--- src/fspo_pkg.sv ---
// Constants shared by the flash security and protection option block.
// Assumes a 16-bit flash address space and 8-bit option bytes.
package fspo_pkg;

    // ==========================================================
    // Register offsets (byte addresses on the APB)
    localparam logic [7:0] FSPO_OFF_OPTION = 8'h00;
    localparam logic [7:0] FSPO_OFF_CONFIG = 8'h04;
    localparam logic [7:0] FSPO_OFF_PROTECT = 8'h08;
    localparam logic [7:0] FSPO_OFF_STATUS = 8'h0C;
    localparam logic [7:0] FSPO_OFF_ADDR = 8'h10;
    localparam logic [7:0] FSPO_OFF_DATA = 8'h14;
    localparam logic [7:0] FSPO_OFF_CMD = 8'h18;

    // ==========================================================
    // Field positions and masks
    localparam int FSPO_OPT_KEY_ENABLE_BIT = 7;
    localparam int FSPO_OPT_NORED_BIT = 6;
    localparam logic [7:0] FSPO_OPT_IMPL_MASK = 8'hC3;
    localparam int FSPO_CFG_KEY_ACCESS_BIT = 5;
    localparam int FSPO_PROT_DIS_BIT = 0;
    localparam int FSPO_STAT_VIOL_BIT = 5;
    localparam int FSPO_STAT_BUSY_BIT = 1;
    localparam int FSPO_STAT_SECURE_BIT = 0;
    localparam logic [1:0] FSPO_SEC_UNSECURED = 2'b10;

    // ==========================================================
    // Values after reset (before the nonvolatile reload)
    localparam logic [7:0] FSPO_RST_OPTION = 8'h00;
    localparam logic [7:0] FSPO_RST_CONFIG = 8'h00;
    localparam logic [7:0] FSPO_RST_PROTECT = 8'hFF;
    localparam logic [15:0] FSPO_RST_ADDR = 16'h0000;

    // ==========================================================
    // Backdoor key window and counts
    localparam logic [15:0] FSPO_KEY_BASE = 16'hFFB0;
    localparam logic [3:0] FSPO_KEY_LEN = 4'h8;
    localparam int FSPO_BLOCK_SHIFT = 9;

    // ==========================================================
    // Flash command codes
    localparam logic [7:0] FSPO_CMD_BLANK = 8'h05;
    localparam logic [7:0] FSPO_CMD_PROG = 8'h20;
    localparam logic [7:0] FSPO_CMD_BURST = 8'h25;
    localparam logic [7:0] FSPO_CMD_PAGE_ERASE = 8'h40;
    localparam logic [7:0] FSPO_CMD_MASS_ERASE = 8'h41;

    typedef enum logic [1:0] {FSPO_ST_LOAD, FSPO_ST_IDLE, FSPO_ST_CMP} fspo_state_t;

endpackage : fspo_pkg

--- src/fspo_key_if.sv ---
// Link between the controller and the captured key store.
// Assumes both ends run on the same bus clock.
`timescale 1ns/1ps
interface fspo_key_if;
    logic wr_en;
    logic [2:0] wr_idx;
    logic [7:0] wr_data;
    logic [2:0] rd_idx;
    logic [7:0] rd_data;
    modport ctl (output wr_en, output wr_idx, output wr_data, output rd_idx, input rd_data);
    modport mem (input wr_en, input wr_idx, input wr_data, input rd_idx, output rd_data);
endinterface : fspo_key_if

--- src/fspo_key_mem.sv ---
// Eight-byte store for the comparison key entered by firmware.
// Assumes one write or one read per cycle; read data lags by one edge.
`timescale 1ns/1ps
module fspo_key_mem (
    input wire logic pclk,
    input wire logic presetn,
    fspo_key_if.mem kif
);
    // ==========================================================
    // Storage
    logic [7:0] key_mem_ff [8];
    logic [7:0] rd_data_ff;

    // Byte write, cleared at reset so no stale key survives
    always_ff @(posedge pclk or negedge presetn) begin
        if (!presetn) begin
            for (int i = 0; i < 8; i++) begin
                key_mem_ff[i] <= 8'h00;
            end
        end else if (kif.wr_en) begin
            key_mem_ff[kif.wr_idx] <= kif.wr_data;
        end
    end

    // Registered read port
    always_ff @(posedge pclk or negedge presetn) begin
        if (!presetn) begin
            rd_data_ff <= 8'h00;
        end else begin
            rd_data_ff <= key_mem_ff[kif.rd_idx];
        end
    end

    assign kif.rd_data = rd_data_ff;

endmodule : fspo_key_mem

--- src/fspo_ctrl.sv ---
// Flash option, security and block protection control behind an APB slave.
// Assumes nonvolatile bytes and the stored key are stable, same-clock inputs.
//
// How it works
// - Option register reloads from the nonvolatile option byte after every reset.
// - Key comparison never unlocks while the key enable bit is clear.
// - Eight ordered matching key bytes drop security until next reset.
// - Key bytes count only from secure firmware; debug writes are ignored.
// - Option bit 6 set disables vector redirection.
// - Security code 2'b10 alone means unsecured; all others mean secure.
// - While secure, memory access from unsecured sources is blocked.
// - Key match or blank check forces the security code to 2'b10.
// - Key window writes go to key capture or to flash by key access bit.
// - Clearing key access after eight bytes compares and unlocks on match.
// - Protection register reloads from the nonvolatile protect byte at reset.
// - Protection readable; user writes only shrink the boundary select value.
// - With protection disabled, user writes leave protection unchanged.
// - Debug writes change protection freely.
// - Boundary select bits 7:1 end the unprotected region; top block protected.
// - Program or erase inside the protected block is refused.
// - Protect disable 0 enables block protection; 1 protects nothing.
// - A refused command is dropped and sets the violation status flag.
//
// Local design decisions: register access over APB and the address map.
`timescale 1ns/1ps
module fspo_ctrl
    import fspo_pkg::*;
(
    input wire logic pclk,
    input wire logic presetn,
    input wire logic psel,
    input wire logic penable,
    input wire logic pwrite,
    input wire logic [7:0] paddr,
    input wire logic [31:0] pwdata,
    input wire logic [2:0] pprot,
    output logic [31:0] prdata,
    output logic pready,
    output logic pslverr,
    input wire logic [7:0] nv_option_byte,
    input wire logic [7:0] nv_protect_byte,
    input wire logic [63:0] backdoor_compare_key,
    input wire logic blank_check_ok,
    output logic mem_lock,
    output logic vector_redirect_en,
    output logic flash_wr,
    output logic flash_cmd_go,
    output logic [7:0] flash_cmd,
    output logic [15:0] flash_addr,
    output logic [7:0] flash_data
);

    // ==========================================================
    // Helper functions
    function automatic logic sec_is_secure(input logic [1:0] code);
        sec_is_secure = (code != FSPO_SEC_UNSECURED);
    endfunction : sec_is_secure

    function automatic logic addr_protected(input logic [15:0] addr, input logic [7:0] prot);
        // Protected block spans from just above the boundary to the top of flash
        addr_protected = !prot[FSPO_PROT_DIS_BIT] && (addr[15:FSPO_BLOCK_SHIFT] > prot[7:1]);
    endfunction : addr_protected

    // ==========================================================
    // State
    fspo_state_t state_ff, nxt_state;
    logic [7:0] option_ff, config_ff, protect_ff, flash_cmd_ff, flash_data_ff;
    logic [15:0] addr_ff;
    logic viol_ff, pready_ff, pslverr_ff, mem_lock_ff, redirect_ff;
    logic flash_wr_ff, flash_go_ff, key_bad_ff, match_ff;
    logic [31:0] prdata_ff;
    logic [3:0] key_idx_ff, cmp_cnt_ff;

    fspo_key_if kif ();
    fspo_key_mem u_key_mem (.pclk(pclk), .presetn(presetn), .kif(kif));

    // ==========================================================
    // APB decode
    wire setup = psel && !penable;
    wire wr_acc = psel && penable && pready_ff && pwrite;
    wire from_debug = pprot[1]; // Non-secure master is the debug path
    wire hit_opt = (paddr == FSPO_OFF_OPTION);
    wire hit_cfg = (paddr == FSPO_OFF_CONFIG);
    wire hit_prot = (paddr == FSPO_OFF_PROTECT);
    wire hit_stat = (paddr == FSPO_OFF_STATUS);
    wire hit_addr = (paddr == FSPO_OFF_ADDR);
    wire hit_data = (paddr == FSPO_OFF_DATA);
    wire hit_cmd = (paddr == FSPO_OFF_CMD);
    wire mapped = hit_opt | hit_cfg | hit_prot | hit_stat | hit_addr | hit_data | hit_cmd;
    wire key_access = config_ff[FSPO_CFG_KEY_ACCESS_BIT];
    wire key_enable = option_ff[FSPO_OPT_KEY_ENABLE_BIT];
    wire in_key_win = (addr_ff[15:3] == FSPO_KEY_BASE[15:3]);

    // Key window steering
    wire key_wr = wr_acc && hit_data && in_key_win && key_access;
    wire key_take = key_wr && !from_debug;
    wire key_in_order = (key_idx_ff == {1'b0, addr_ff[2:0]});
    wire data_to_flash = wr_acc && hit_data && !(in_key_win && key_access);
    wire key_access_fall = wr_acc && hit_cfg && key_access && !pwdata[FSPO_CFG_KEY_ACCESS_BIT];
    wire cmp_start = key_access_fall && (key_idx_ff == FSPO_KEY_LEN) && !key_bad_ff;

    // Compare walk: count k reads byte k and checks byte k-1
    wire cmp_done = (state_ff == FSPO_ST_CMP) && (cmp_cnt_ff == FSPO_KEY_LEN);
    wire [2:0] cmp_prev = 3'(cmp_cnt_ff - 4'h1);
    wire byte_ok = (kif.rd_data == backdoor_compare_key[cmp_prev*8 +: 8]);
    wire unlock_key = cmp_done && match_ff && byte_ok && key_enable;
    wire unlock = unlock_key || blank_check_ok;

    // Command launch and protection check
    wire cmd_wr = wr_acc && hit_cmd;
    wire [7:0] cmd_code = pwdata[7:0];
    wire cmd_changes = (cmd_code == FSPO_CMD_PROG) || (cmd_code == FSPO_CMD_BURST)
        || (cmd_code == FSPO_CMD_PAGE_ERASE) || (cmd_code == FSPO_CMD_MASS_ERASE);
    wire any_prot = !protect_ff[FSPO_PROT_DIS_BIT];
    wire cmd_hits_prot = (cmd_code == FSPO_CMD_MASS_ERASE) ? any_prot : addr_protected(addr_ff, protect_ff);
    wire cmd_refused = cmd_wr && cmd_changes && cmd_hits_prot;
    wire viol_clr = wr_acc && hit_stat && pwdata[FSPO_STAT_VIOL_BIT];

    // Protection write filter: debug free, user may only tighten
    wire [7:0] prot_wd = pwdata[7:0];
    wire user_tighten = !protect_ff[FSPO_PROT_DIS_BIT] && !prot_wd[FSPO_PROT_DIS_BIT]
        && (prot_wd[7:1] < protect_ff[7:1]);
    wire prot_take = wr_acc && hit_prot && (from_debug || user_tighten);

    // Read mux; reserved bits read zero
    wire [7:0] stat_rd = {2'b00, viol_ff, 3'b000, (state_ff == FSPO_ST_CMP), sec_is_secure(option_ff[1:0])};
    wire [7:0] rd_byte = hit_opt ? (option_ff & FSPO_OPT_IMPL_MASK)
        : hit_cfg ? config_ff
        : hit_prot ? protect_ff
        : hit_stat ? stat_rd
        : hit_cmd ? flash_cmd_ff
        : hit_data ? flash_data_ff : 8'h00;
    wire [31:0] rd_word = hit_addr ? {16'h0000, addr_ff} : {24'h00_0000, rd_byte};

    assign kif.wr_en = key_take && key_in_order;
    assign kif.wr_idx = addr_ff[2:0];
    assign kif.wr_data = pwdata[7:0];
    assign kif.rd_idx = cmp_cnt_ff[2:0];

    // ==========================================================
    // State machine: one load cycle after reset release, then idle
    always_comb begin
        nxt_state = state_ff;
        unique case (state_ff)
            FSPO_ST_LOAD: nxt_state = FSPO_ST_IDLE;
            FSPO_ST_IDLE: if (cmp_start) nxt_state = FSPO_ST_CMP;
            FSPO_ST_CMP: if (cmp_done) nxt_state = FSPO_ST_IDLE;
            // The fourth code is unused; fall back to a fresh reload
            default: nxt_state = FSPO_ST_LOAD;
        endcase
    end

    always_ff @(posedge pclk or negedge presetn) begin
        if (!presetn) begin
            state_ff <= FSPO_ST_LOAD;
        end else begin
            state_ff <= nxt_state;
        end
    end

    // Option register: nonvolatile reload, then only unlock can touch it
    always_ff @(posedge pclk or negedge presetn) begin
        if (!presetn) begin
            option_ff <= FSPO_RST_OPTION;
        end else if (state_ff == FSPO_ST_LOAD) begin
            option_ff <= nv_option_byte & FSPO_OPT_IMPL_MASK;
        end else if (unlock) begin
            option_ff[1:0] <= FSPO_SEC_UNSECURED;
        end
    end

    // Protection register: reload, then filtered writes
    always_ff @(posedge pclk or negedge presetn) begin
        if (!presetn) begin
            protect_ff <= FSPO_RST_PROTECT;
        end else if (state_ff == FSPO_ST_LOAD) begin
            protect_ff <= nv_protect_byte;
        end else if (prot_take) begin
            protect_ff <= prot_wd;
        end
    end

    // Config, address and violation flag; a new violation beats the clear
    always_ff @(posedge pclk or negedge presetn) begin
        if (!presetn) begin
            config_ff <= FSPO_RST_CONFIG;
            addr_ff <= FSPO_RST_ADDR;
            viol_ff <= 1'b0;
        end else begin
            if (wr_acc && hit_cfg) config_ff <= pwdata[7:0] & (8'h01 << FSPO_CFG_KEY_ACCESS_BIT);
            if (wr_acc && hit_addr) addr_ff <= pwdata[15:0];
            viol_ff <= cmd_refused || (viol_ff && !viol_clr);
        end
    end

    // Key entry tracking; a skipped or repeated byte spoils the sequence
    always_ff @(posedge pclk or negedge presetn) begin
        if (!presetn) begin
            key_idx_ff <= 4'h0;
            key_bad_ff <= 1'b0;
        end else if (key_access_fall || (wr_acc && hit_cfg && !key_access)) begin
            key_idx_ff <= 4'h0;
            key_bad_ff <= 1'b0;
        end else if (key_take) begin
            key_idx_ff <= key_in_order ? key_idx_ff + 4'h1 : key_idx_ff;
            key_bad_ff <= key_bad_ff || !key_in_order;
        end
    end

    // Compare walk counter and running match
    always_ff @(posedge pclk or negedge presetn) begin
        if (!presetn) begin
            cmp_cnt_ff <= 4'h0;
            match_ff <= 1'b0;
        end else if (cmp_start) begin
            cmp_cnt_ff <= 4'h0;
            match_ff <= 1'b1;
        end else if (state_ff == FSPO_ST_CMP && !cmp_done) begin
            cmp_cnt_ff <= cmp_cnt_ff + 4'h1;
            if (cmp_cnt_ff != 4'h0) match_ff <= match_ff && byte_ok;
        end
    end

    // Flash side strobes; a refused command never reaches the array
    always_ff @(posedge pclk or negedge presetn) begin
        if (!presetn) begin
            flash_wr_ff <= 1'b0;
            flash_go_ff <= 1'b0;
            flash_cmd_ff <= 8'h00;
            flash_data_ff <= 8'h00;
        end else begin
            flash_wr_ff <= data_to_flash;
            flash_go_ff <= cmd_wr && !cmd_refused;
            if (cmd_wr) flash_cmd_ff <= cmd_code;
            if (data_to_flash) flash_data_ff <= pwdata[7:0];
        end
    end

    // Security and vector outputs, registered so they are glitch free
    always_ff @(posedge pclk or negedge presetn) begin
        if (!presetn) begin
            mem_lock_ff <= 1'b1;
            redirect_ff <= 1'b0;
        end else begin
            mem_lock_ff <= sec_is_secure(option_ff[1:0]);
            redirect_ff <= !option_ff[FSPO_OPT_NORED_BIT];
        end
    end

    // APB answer: zero wait states, ready in the first access cycle
    always_ff @(posedge pclk or negedge presetn) begin
        if (!presetn) begin
            pready_ff <= 1'b0;
            pslverr_ff <= 1'b0;
            prdata_ff <= 32'h0000_0000;
        end else begin
            pready_ff <= setup;
            pslverr_ff <= setup && !mapped;
            prdata_ff <= (setup && !pwrite) ? rd_word : 32'h0000_0000;
        end
    end

    assign prdata = prdata_ff;
    assign pready = pready_ff;
    assign pslverr = pslverr_ff;
    assign mem_lock = mem_lock_ff;
    assign vector_redirect_en = redirect_ff;
    assign flash_wr = flash_wr_ff;
    assign flash_cmd_go = flash_go_ff;
    assign flash_cmd = flash_cmd_ff;
    assign flash_addr = addr_ff;
    assign flash_data = flash_data_ff;
endmodule : fspo_ctrl

--- config.mk ---
export PLATFORM = sky130hd
export DESIGN_NAME = fspo_ctrl
export DESIGN_NICKNAME = d
export VERILOG_FILES = /design/src/fspo_pkg.sv /design/src/fspo_key_if.sv /design/src/fspo_key_mem.sv /design/src/fspo_ctrl.sv
export SDC_FILE = /design/constraint.sdc
export NUM_CORES = 1
export LEC_CHECK = 0
export BUFFER_PORTS_ARGS = -buffer_cell sky130_fd_sc_hd__buf_2
export CORE_ASPECT_RATIO = 1.4
export CORE_UTILIZATION = 42
export DETAILED_ROUTE_END_ITERATION = 7
export PLACE_DENSITY = 0.66
export SYNTH_ARGS = -nofsm -noshare
export SYNTH_HDL_FRONTEND = slang
export SYNTH_SLANG_ARGS = --single-unit
export TNS_END_PERCENT = 10
--- constraint.sdc ---
create_clock -name pclk -period 5.2 [get_ports pclk]
set_input_delay 1.04 -clock pclk [delete_from_list [all_inputs] [get_ports pclk]]
set_output_delay 1.04 -clock pclk [all_outputs]
set_load 0.02 [all_outputs]
### Yosys cells after proc, flatten, opt, wreduce, memory -nomap -nowiden

Index checks and enable logic that the tools add are counted.

| storage, ports and cells | value |
|---|---|
| bits in registers | 152 |
| input bits | 129 |
| output and inout port bits | 70 |
| word-level logic and storage cells | 172 |

| operators by class | value |
|---|---|
| add/subtract/negate cells | 3 |
| order comparisons | 5 |
| equality and inequality tests | 20 |
| shift-type cells | 1 |
| muxes and demuxes | 32 |
| bitwise logic cells | 8 |
| reductions and logical operators | 74 |

Operators by type and width:

| kind | count |
|---|---|
| $mux 8 | 11 |
| $bwmux 64 | 1 |
| $shiftx 64x7->8 | 1 |
| $logic_and 1x1->1 | 39 |
| $mux 16 | 2 |
| $bmux 8 s3 | 1 |
| $demux 8 s3 | 1 |
| $eq 8x5->1 const B | 3 |
| $mux 4 | 5 |
| $eq 8x4->1 const B | 2 |
| $eq 8x6->1 const B | 2 |
| $eq 8x7->1 const B | 2 |
| $logic_not 1->1 | 15 |
| $eq 13x13->1 const B | 1 |
| $reduce_bool 2->1 | 6 |
| $add 4x1->4 const B | 2 |
| $eq 4x4->1 const B | 2 |
| $eq 8x3->1 const B | 1 |
| $eq 8x8->1 | 1 |
| $ge 4x4->1 const B | 2 |
| $logic_not 8->1 | 1 |
| $logic_or 1x1->1 | 8 |
| $mux 2 | 4 |
| $not 3->4 | 2 |
| other kinds (14) | 28 |

### Logic depth before layout (Yosys ltp)

| depth | value |
|---|---|
| word-level depth | 10 |
| mapped depth | 14 |
| mapped depth without buffers | 9 |

### Modules after synthesis

A second synthesis with hierarchy kept.

| second synthesis, totals | value |
|---|---|
| cells, all modules | 620 |
| area, all modules | 8,007.7 um2 |

Modules (own cells, without submodules):

| module | instances | cells an instance | area an instance (um2) | seq. area each (um2) |
|---|---|---|---|---|
| fspo_ctrl | 1 | 440 | 4,814.6 | 2,013.2 |
| fspo_key_mem | 1 | 180 | 3,193.1 | 1,801.7 |

### Least setup slack after synthesis

Ideal clock, no wire load.

| path | value |
|---|---|
| path kind | reg-to-reg |
| start | register cmp_cnt_ff[0] |
| end | register option_ff[0] |
| library setup time | 0.131 ns |
| arrival | 3.458 ns |
| data required time | 5.069 ns |
| setup slack | 1.610 ns |
| stages on the path, launching flop included | 14 |
| path buffers | 5 |
| clock period less this slack | 3.590 ns |
| cell sequence | dfrtp_1 -> buf_2 -> buf_2 -> buf_2 -> inv_1 -> ha_1 -> clkbuf_1 -> clkbuf_1 -> mux4_2 -> xnor2_1 -> o2111ai_1 -> a211o_1 -> nor3_1 -> o21ai_0 |

| between the ends | value |
|---|---|
| word-level cells in the longest chain between the ends | 7 |
| elaborated cells on any way between the ends | 10 |
| classes of those cells | add/sub (1); eq/ne (2); shift (1); reduce/logical (6) |

RTL lines:

| element | line | RTL |
|---|---|---|
| start, declared | fspo_ctrl.sv:72 | `logic [3:0] key_idx_ff, cmp_cnt_ff;` |
| start signal, assigned | fspo_ctrl.sv:219 | `cmp_cnt_ff <= cmp_cnt_ff + 4'h1;` |
| $sub 3x1->3 or $eq 4x4->1 (tied branches) | fspo_ctrl.sv:104, fspo_ctrl.sv:103 |  |
| $shiftx 64x7->8 or $logic_and 1x1->1 (tied branches) | fspo_ctrl.sv:105, fspo_ctrl.sv:103 |  |
| $eq 8x8->1 or $logic_and 1x1->1 (tied branches) | fspo_ctrl.sv:105, fspo_ctrl.sv:106 |  |
| $logic_and 1x1->1 (*) (2 in a row) | fspo_ctrl.sv:106 | `wire unlock_key = cmp_done && match_ff && byte_ok && key_enable;` |
| $logic_or 1x1->1 (*) | fspo_ctrl.sv:107 | `wire unlock = unlock_key \|\| blank_check_ok;` |
| $reduce_bool 2->1 (no source line) (*) | n/a |  |
| end signal, assigned | fspo_ctrl.sv:166 | `option_ff <= nv_option_byte & FSPO_OPT_IMPL_MASK;` |
| end, declared | fspo_ctrl.sv:67 | `logic [7:0] option_ff, config_ff, protect_ff, flash_cmd_ff, flash_data_ff;` |

Mark *: on every way between the ends. The rest lies on a longest branch, timed or not.
A chain may end at the register's enable or synchronous reset.

### Worst setup path in the final report

Same ends and word-level chain as after synthesis.

==> qor.json <==
{
  "cells_and_area": {
    "fin_area_mm2": 0.00939,
    "num-nets-final": 920,
    "layout.cells.most_common": "sky130_fd_sc_hd__buf_2",
    "antennaDiodeCount": 0,
    "drive_gt1_share_pct": 45.2,
    "layout.cells.most_common_list": "sky130_fd_sc_hd__buf_2 (159), sky130_fd_sc_hd__dfrtp_1 (142), sky130_fd_sc_hd__mux2_2 (109)",
    "area_delta_synth_final_pct": 19.5
  },
  "timing": {
    "max_slew.worst_pin.slew_ps": 1120,
    "timing.slew.headroom_pct": 25.2,
    "min_period_over_period_pct": 70.0,
    "timing.setup.tns_ps": 0,
    "fin_skew_ps": 8.56,
    "max_freq_mhz": 275,
    "finalMaxSlewViolations": 0,
    "hold_viol": 0,
    "rsz0062_at_grt": "no",
    "final-setup-viol-count": 0,
    "post-route-min-period_ps": 3640
  },
  "setup_path": {
    "worstPathCellList": "buf_4, inv_1, ha_1, mux4_2, xor2_1, nor3_1, nand3_1, a211o_1, nor3_1, o21ai_0",
    "crit_path_frequent_cell": "sky130_fd_sc_hd__nor3_1",
    "crit_required_ps": 5490,
    "path_max_fanout": 34,
    "worst_setup_path_end_kind": "flop",
    "critical_path_class": "reg2reg",
    "rrSetupSlack_ps": 1560,
    "timing.critical_path.slowest_cell_delay_ps": 850,
    "critPathSlowestCell": "sky130_fd_sc_hd__ha_1",
    "rr_worst_depth": 10,
    "worstSetupStartpointType": "flop",
    "crit_arrival_ps": 3930
  },
  "global_route": {
    "grt_max_degree": 106,
    "grt_first_pass_wirelength_mm": 31.4,
    "antenna_found_initial": 0,
    "top_usage_layer": "met2",
    "grt_usage_pct": 21.4,
    "overflow": 0,
    "gr-usage-met1_pct": 22.7,
    "global_route.usage.met2_pct": 40.7,
    "grt_use_met3_pct": 3.99,
    "first_global_vias": 5962
  },
  "detailed_routing": {
    "routed_wl_mm": 20.1,
    "drtPass1Iterations": 4,
    "avgViaCountPerCell": 5.49,
    "route.vias.total": 5632,
    "detail_route.iter0.violations": 383,
    "detail_route.wl_per_cell_um": 19.6,
    "drtAntennaViolNets": 0,
    "detail_route.drc_violations": 0
  },
  "yosys": {
    "synth_xor_xnor_area_share_pct": 2.90,
    "synth_sequential_area_ratio_pct": 48.6,
    "synth_compound_gate_area_share_pct": 5.70,
    "synth_adder_area_share_pct": 2.87,
    "synth-warning-count": 0,
    "yosys-mux-area-fraction_pct": 25.9,
    "post-synth-top-area-cell": "sky130_fd_sc_hd__dfrtp_1",
    "synth_async_sr_flop_share_pct": 100,
    "dominant_combinational_cell_family_by_area_after_synthesis": "multiplexers",
    "synth_seq_cells": 152,
    "gate_count_after_technology_mapping": 621,
    "avgSynthCellArea_um2": 12.7,
    "synth_cell_type_count": 53,
    "post-synth-top-area-fraction_pct": 45.5,
    "synth_simple_gate_area_share_pct": 9.91,
    "yosys_most_used_dff": "sky130_fd_sc_hd__dfrtp_1",
    "synthesis.area_mm2": 0.00786,
    "synth.area.top_cells": "sky130_fd_sc_hd__dfrtp_1 (46%), sky130_fd_sc_hd__mux2_2 (16%), sky130_fd_sc_hd__mux4_2 (8.6%)",
    "synth-edff-count": 0
  },
  "place": {
    "placedInstanceArea_mm2": 0.00882,
    "globalplace.congestion": 0.930,
    "dp.final_hpwl_mm": 14.5,
    "io_buffers": 160
  },
  "clock_network": {
    "cts_resized": 0,
    "cts-buffers-inserted": 17,
    "cts-root-to-sink-buffers": 2,
    "number_of_levels_in_the_clock_h_tree": 4,
    "tritoncts": "built",
    "tritoncts_num_sinks": 152,
    "cts_hold_buf": 0,
    "post-cts-setup-buffers": 0,
    "clkLatencyLatePin_ps": 420,
    "clock_input_transition_at_the_sequential_cells_of_the_worst_setup_and_hold_paths_ps": 60,
    "cts_root_buffer": "sky130_fd_sc_hd__clkbuf_16"
  },
  "die": {
    "floorplan.die_area_mm2": 0.0193,
    "initial_utilization_pct": 43.3,
    "core_area_mm2": 0.0181,
    "floorplan.die.width_um": 118,
    "die_height_um": 164,
    "top_level_i_o_count": 199,
    "rows": 58
  },
  "hold_path": {
    "min_delay_path_depth": 1,
    "hold_path_class": "reg2reg"
  },
  "pwr": {
    "power_leakage_nw": 4.57,
    "vdd_drop_max_uv": 216,
    "p_per_area_mw_per_mm2": 268
  },
  "flow_run": {
    "maxCapViolations": 0
  },
  "run_status": {
    "outcome": "finished, final reports clean"
  }
}
-- synthesized netlist by cell type (7+ instances only) --
| library cell | number |
|---|---|
| sky130_fd_sc_hd__a221o_1 | 7 |
| sky130_fd_sc_hd__nand3_1 | 12 |
| sky130_fd_sc_hd__dfrtp_1 | 143 |
| sky130_fd_sc_hd__xor2_1 | 12 |
| sky130_fd_sc_hd__nand2_1 | 24 |
| sky130_fd_sc_hd__nor2_1 | 30 |
| sky130_fd_sc_hd__xnor2_1 | 14 |
| sky130_fd_sc_hd__dfstp_2 | 9 |
| sky130_fd_sc_hd__a21oi_1 | 18 |
| sky130_fd_sc_hd__ha_1 | 18 |
| sky130_fd_sc_hd__inv_1 | 20 |
| sky130_fd_sc_hd__and2_1 | 15 |
| sky130_fd_sc_hd__mux2_2 | 109 |
| sky130_fd_sc_hd__buf_4 | 16 |
| sky130_fd_sc_hd__nand4_1 | 10 |
| sky130_fd_sc_hd__mux4_2 | 30 |
| sky130_fd_sc_hd__mux2i_1 | 13 |
| sky130_fd_sc_hd__clkbuf_1 | 26 |
| sky130_fd_sc_hd__o21ai_0 | 12 |
| sky130_fd_sc_hd__nor3_1 | 12 |
-- path summary, 6_finish.rpt --
check,start,to
worst max-delay path,cmp_cnt_ff[0]$_DFFE_PN0P_,option_ff[0]$_DFFE_PN0P_
worst min-delay path,option_ff[6]$_DFFE_PN0P_,vector_redirect_en$_DFF_PN0_
worst max register to register,cmp_cnt_ff[0]$_DFFE_PN0P_,option_ff[0]$_DFFE_PN0P_
worst min register to register,option_ff[6]$_DFFE_PN0P_,vector_redirect_en$_DFF_PN0_
max in group asynchronous,presetn,u_key_mem.key_mem_ff[51]$_DFFE_PN0P_
min in group asynchronous,presetn,flash_addr[14]$_DFFE_PN0P_
-- where the power goes --
| group | leakage, nW | total [mW] | switching (mW) | internal [mW] |
|---|---|---|---|---|
| Combinational | 2.25 | 0.145 | 0.0911 | 0.0535 |
| Clock | 0.258 | 1.19 | 0.482 | 0.704 |
| Sequential | 2.06 | 1.19 | 0.00216 | 1.19 |
| Total | 4.57 | 2.52 | 0.575 | 1.94 |
-- sequential cells by signal, indices dropped and copies added, names as in the netlist, 2 cells and up --
register               flops
cmp_cnt_ff                 4
flash_addr                16
u_key_mem.kif.rd_data      8
u_key_mem.key_mem_ff      64
protect_ff                 8
flash_data                 8
state_ff                   2
key_idx_ff                 4
flash_cmd                  8
option_ff                  4
prdata                    16
-- per-layer routing --
layer  vias up  share of wire, %
met4         0               3.2
met1      2878                38
met3        38               3.7
met5         -                 0
met2       178                55
li1       2538                 -
-- cells by family after synthesis --
group,count (synthesis)
buffers and inverters,69
adders and majority gates,18
AOI/OAI and AO/OA,66
muxes,152
other,1
DFF,152
xor gates and xnor gates,26
and+or+nand+nor,137
-- worst max-delay path, delay by kind of cell (launching register included) --
family                     cells  cell delay [ps]
buffers and inverters          2              750
DFF                            1              340
muxes                          1              430
AOI/OAI and AO/OA              2              440
and+or+nand+nor                3              530
adders and majority gates      1              850
xor gates and xnor gates       1              160
-- cell type report --
cell class,count,area [µm²]
clock buffers,20,437
inverters,21,78.8
repair buffers,166,852
clock inverters,12,129
well taps,240,300
fillers,1569,8760
multi-input cells,415,3770
flip-flops and latches,152,3820
-- per-stage QoR --
stage	util, %	hold WS [ps]	cells	total power [mW]	worst slack, ps
finish	51.7	462	1026	2.52	1560
global route	51.7	487	1026	2.61	1280
CTS	51.7	479	1026	2.54	1490
detailed placement	48.6	467	994	1.35	1310
global placement	48.6	466	994	1.35	1380
floorplan	-	406	636	1.28	1610
Note: power is estimated with default switching activity, not from simulation.
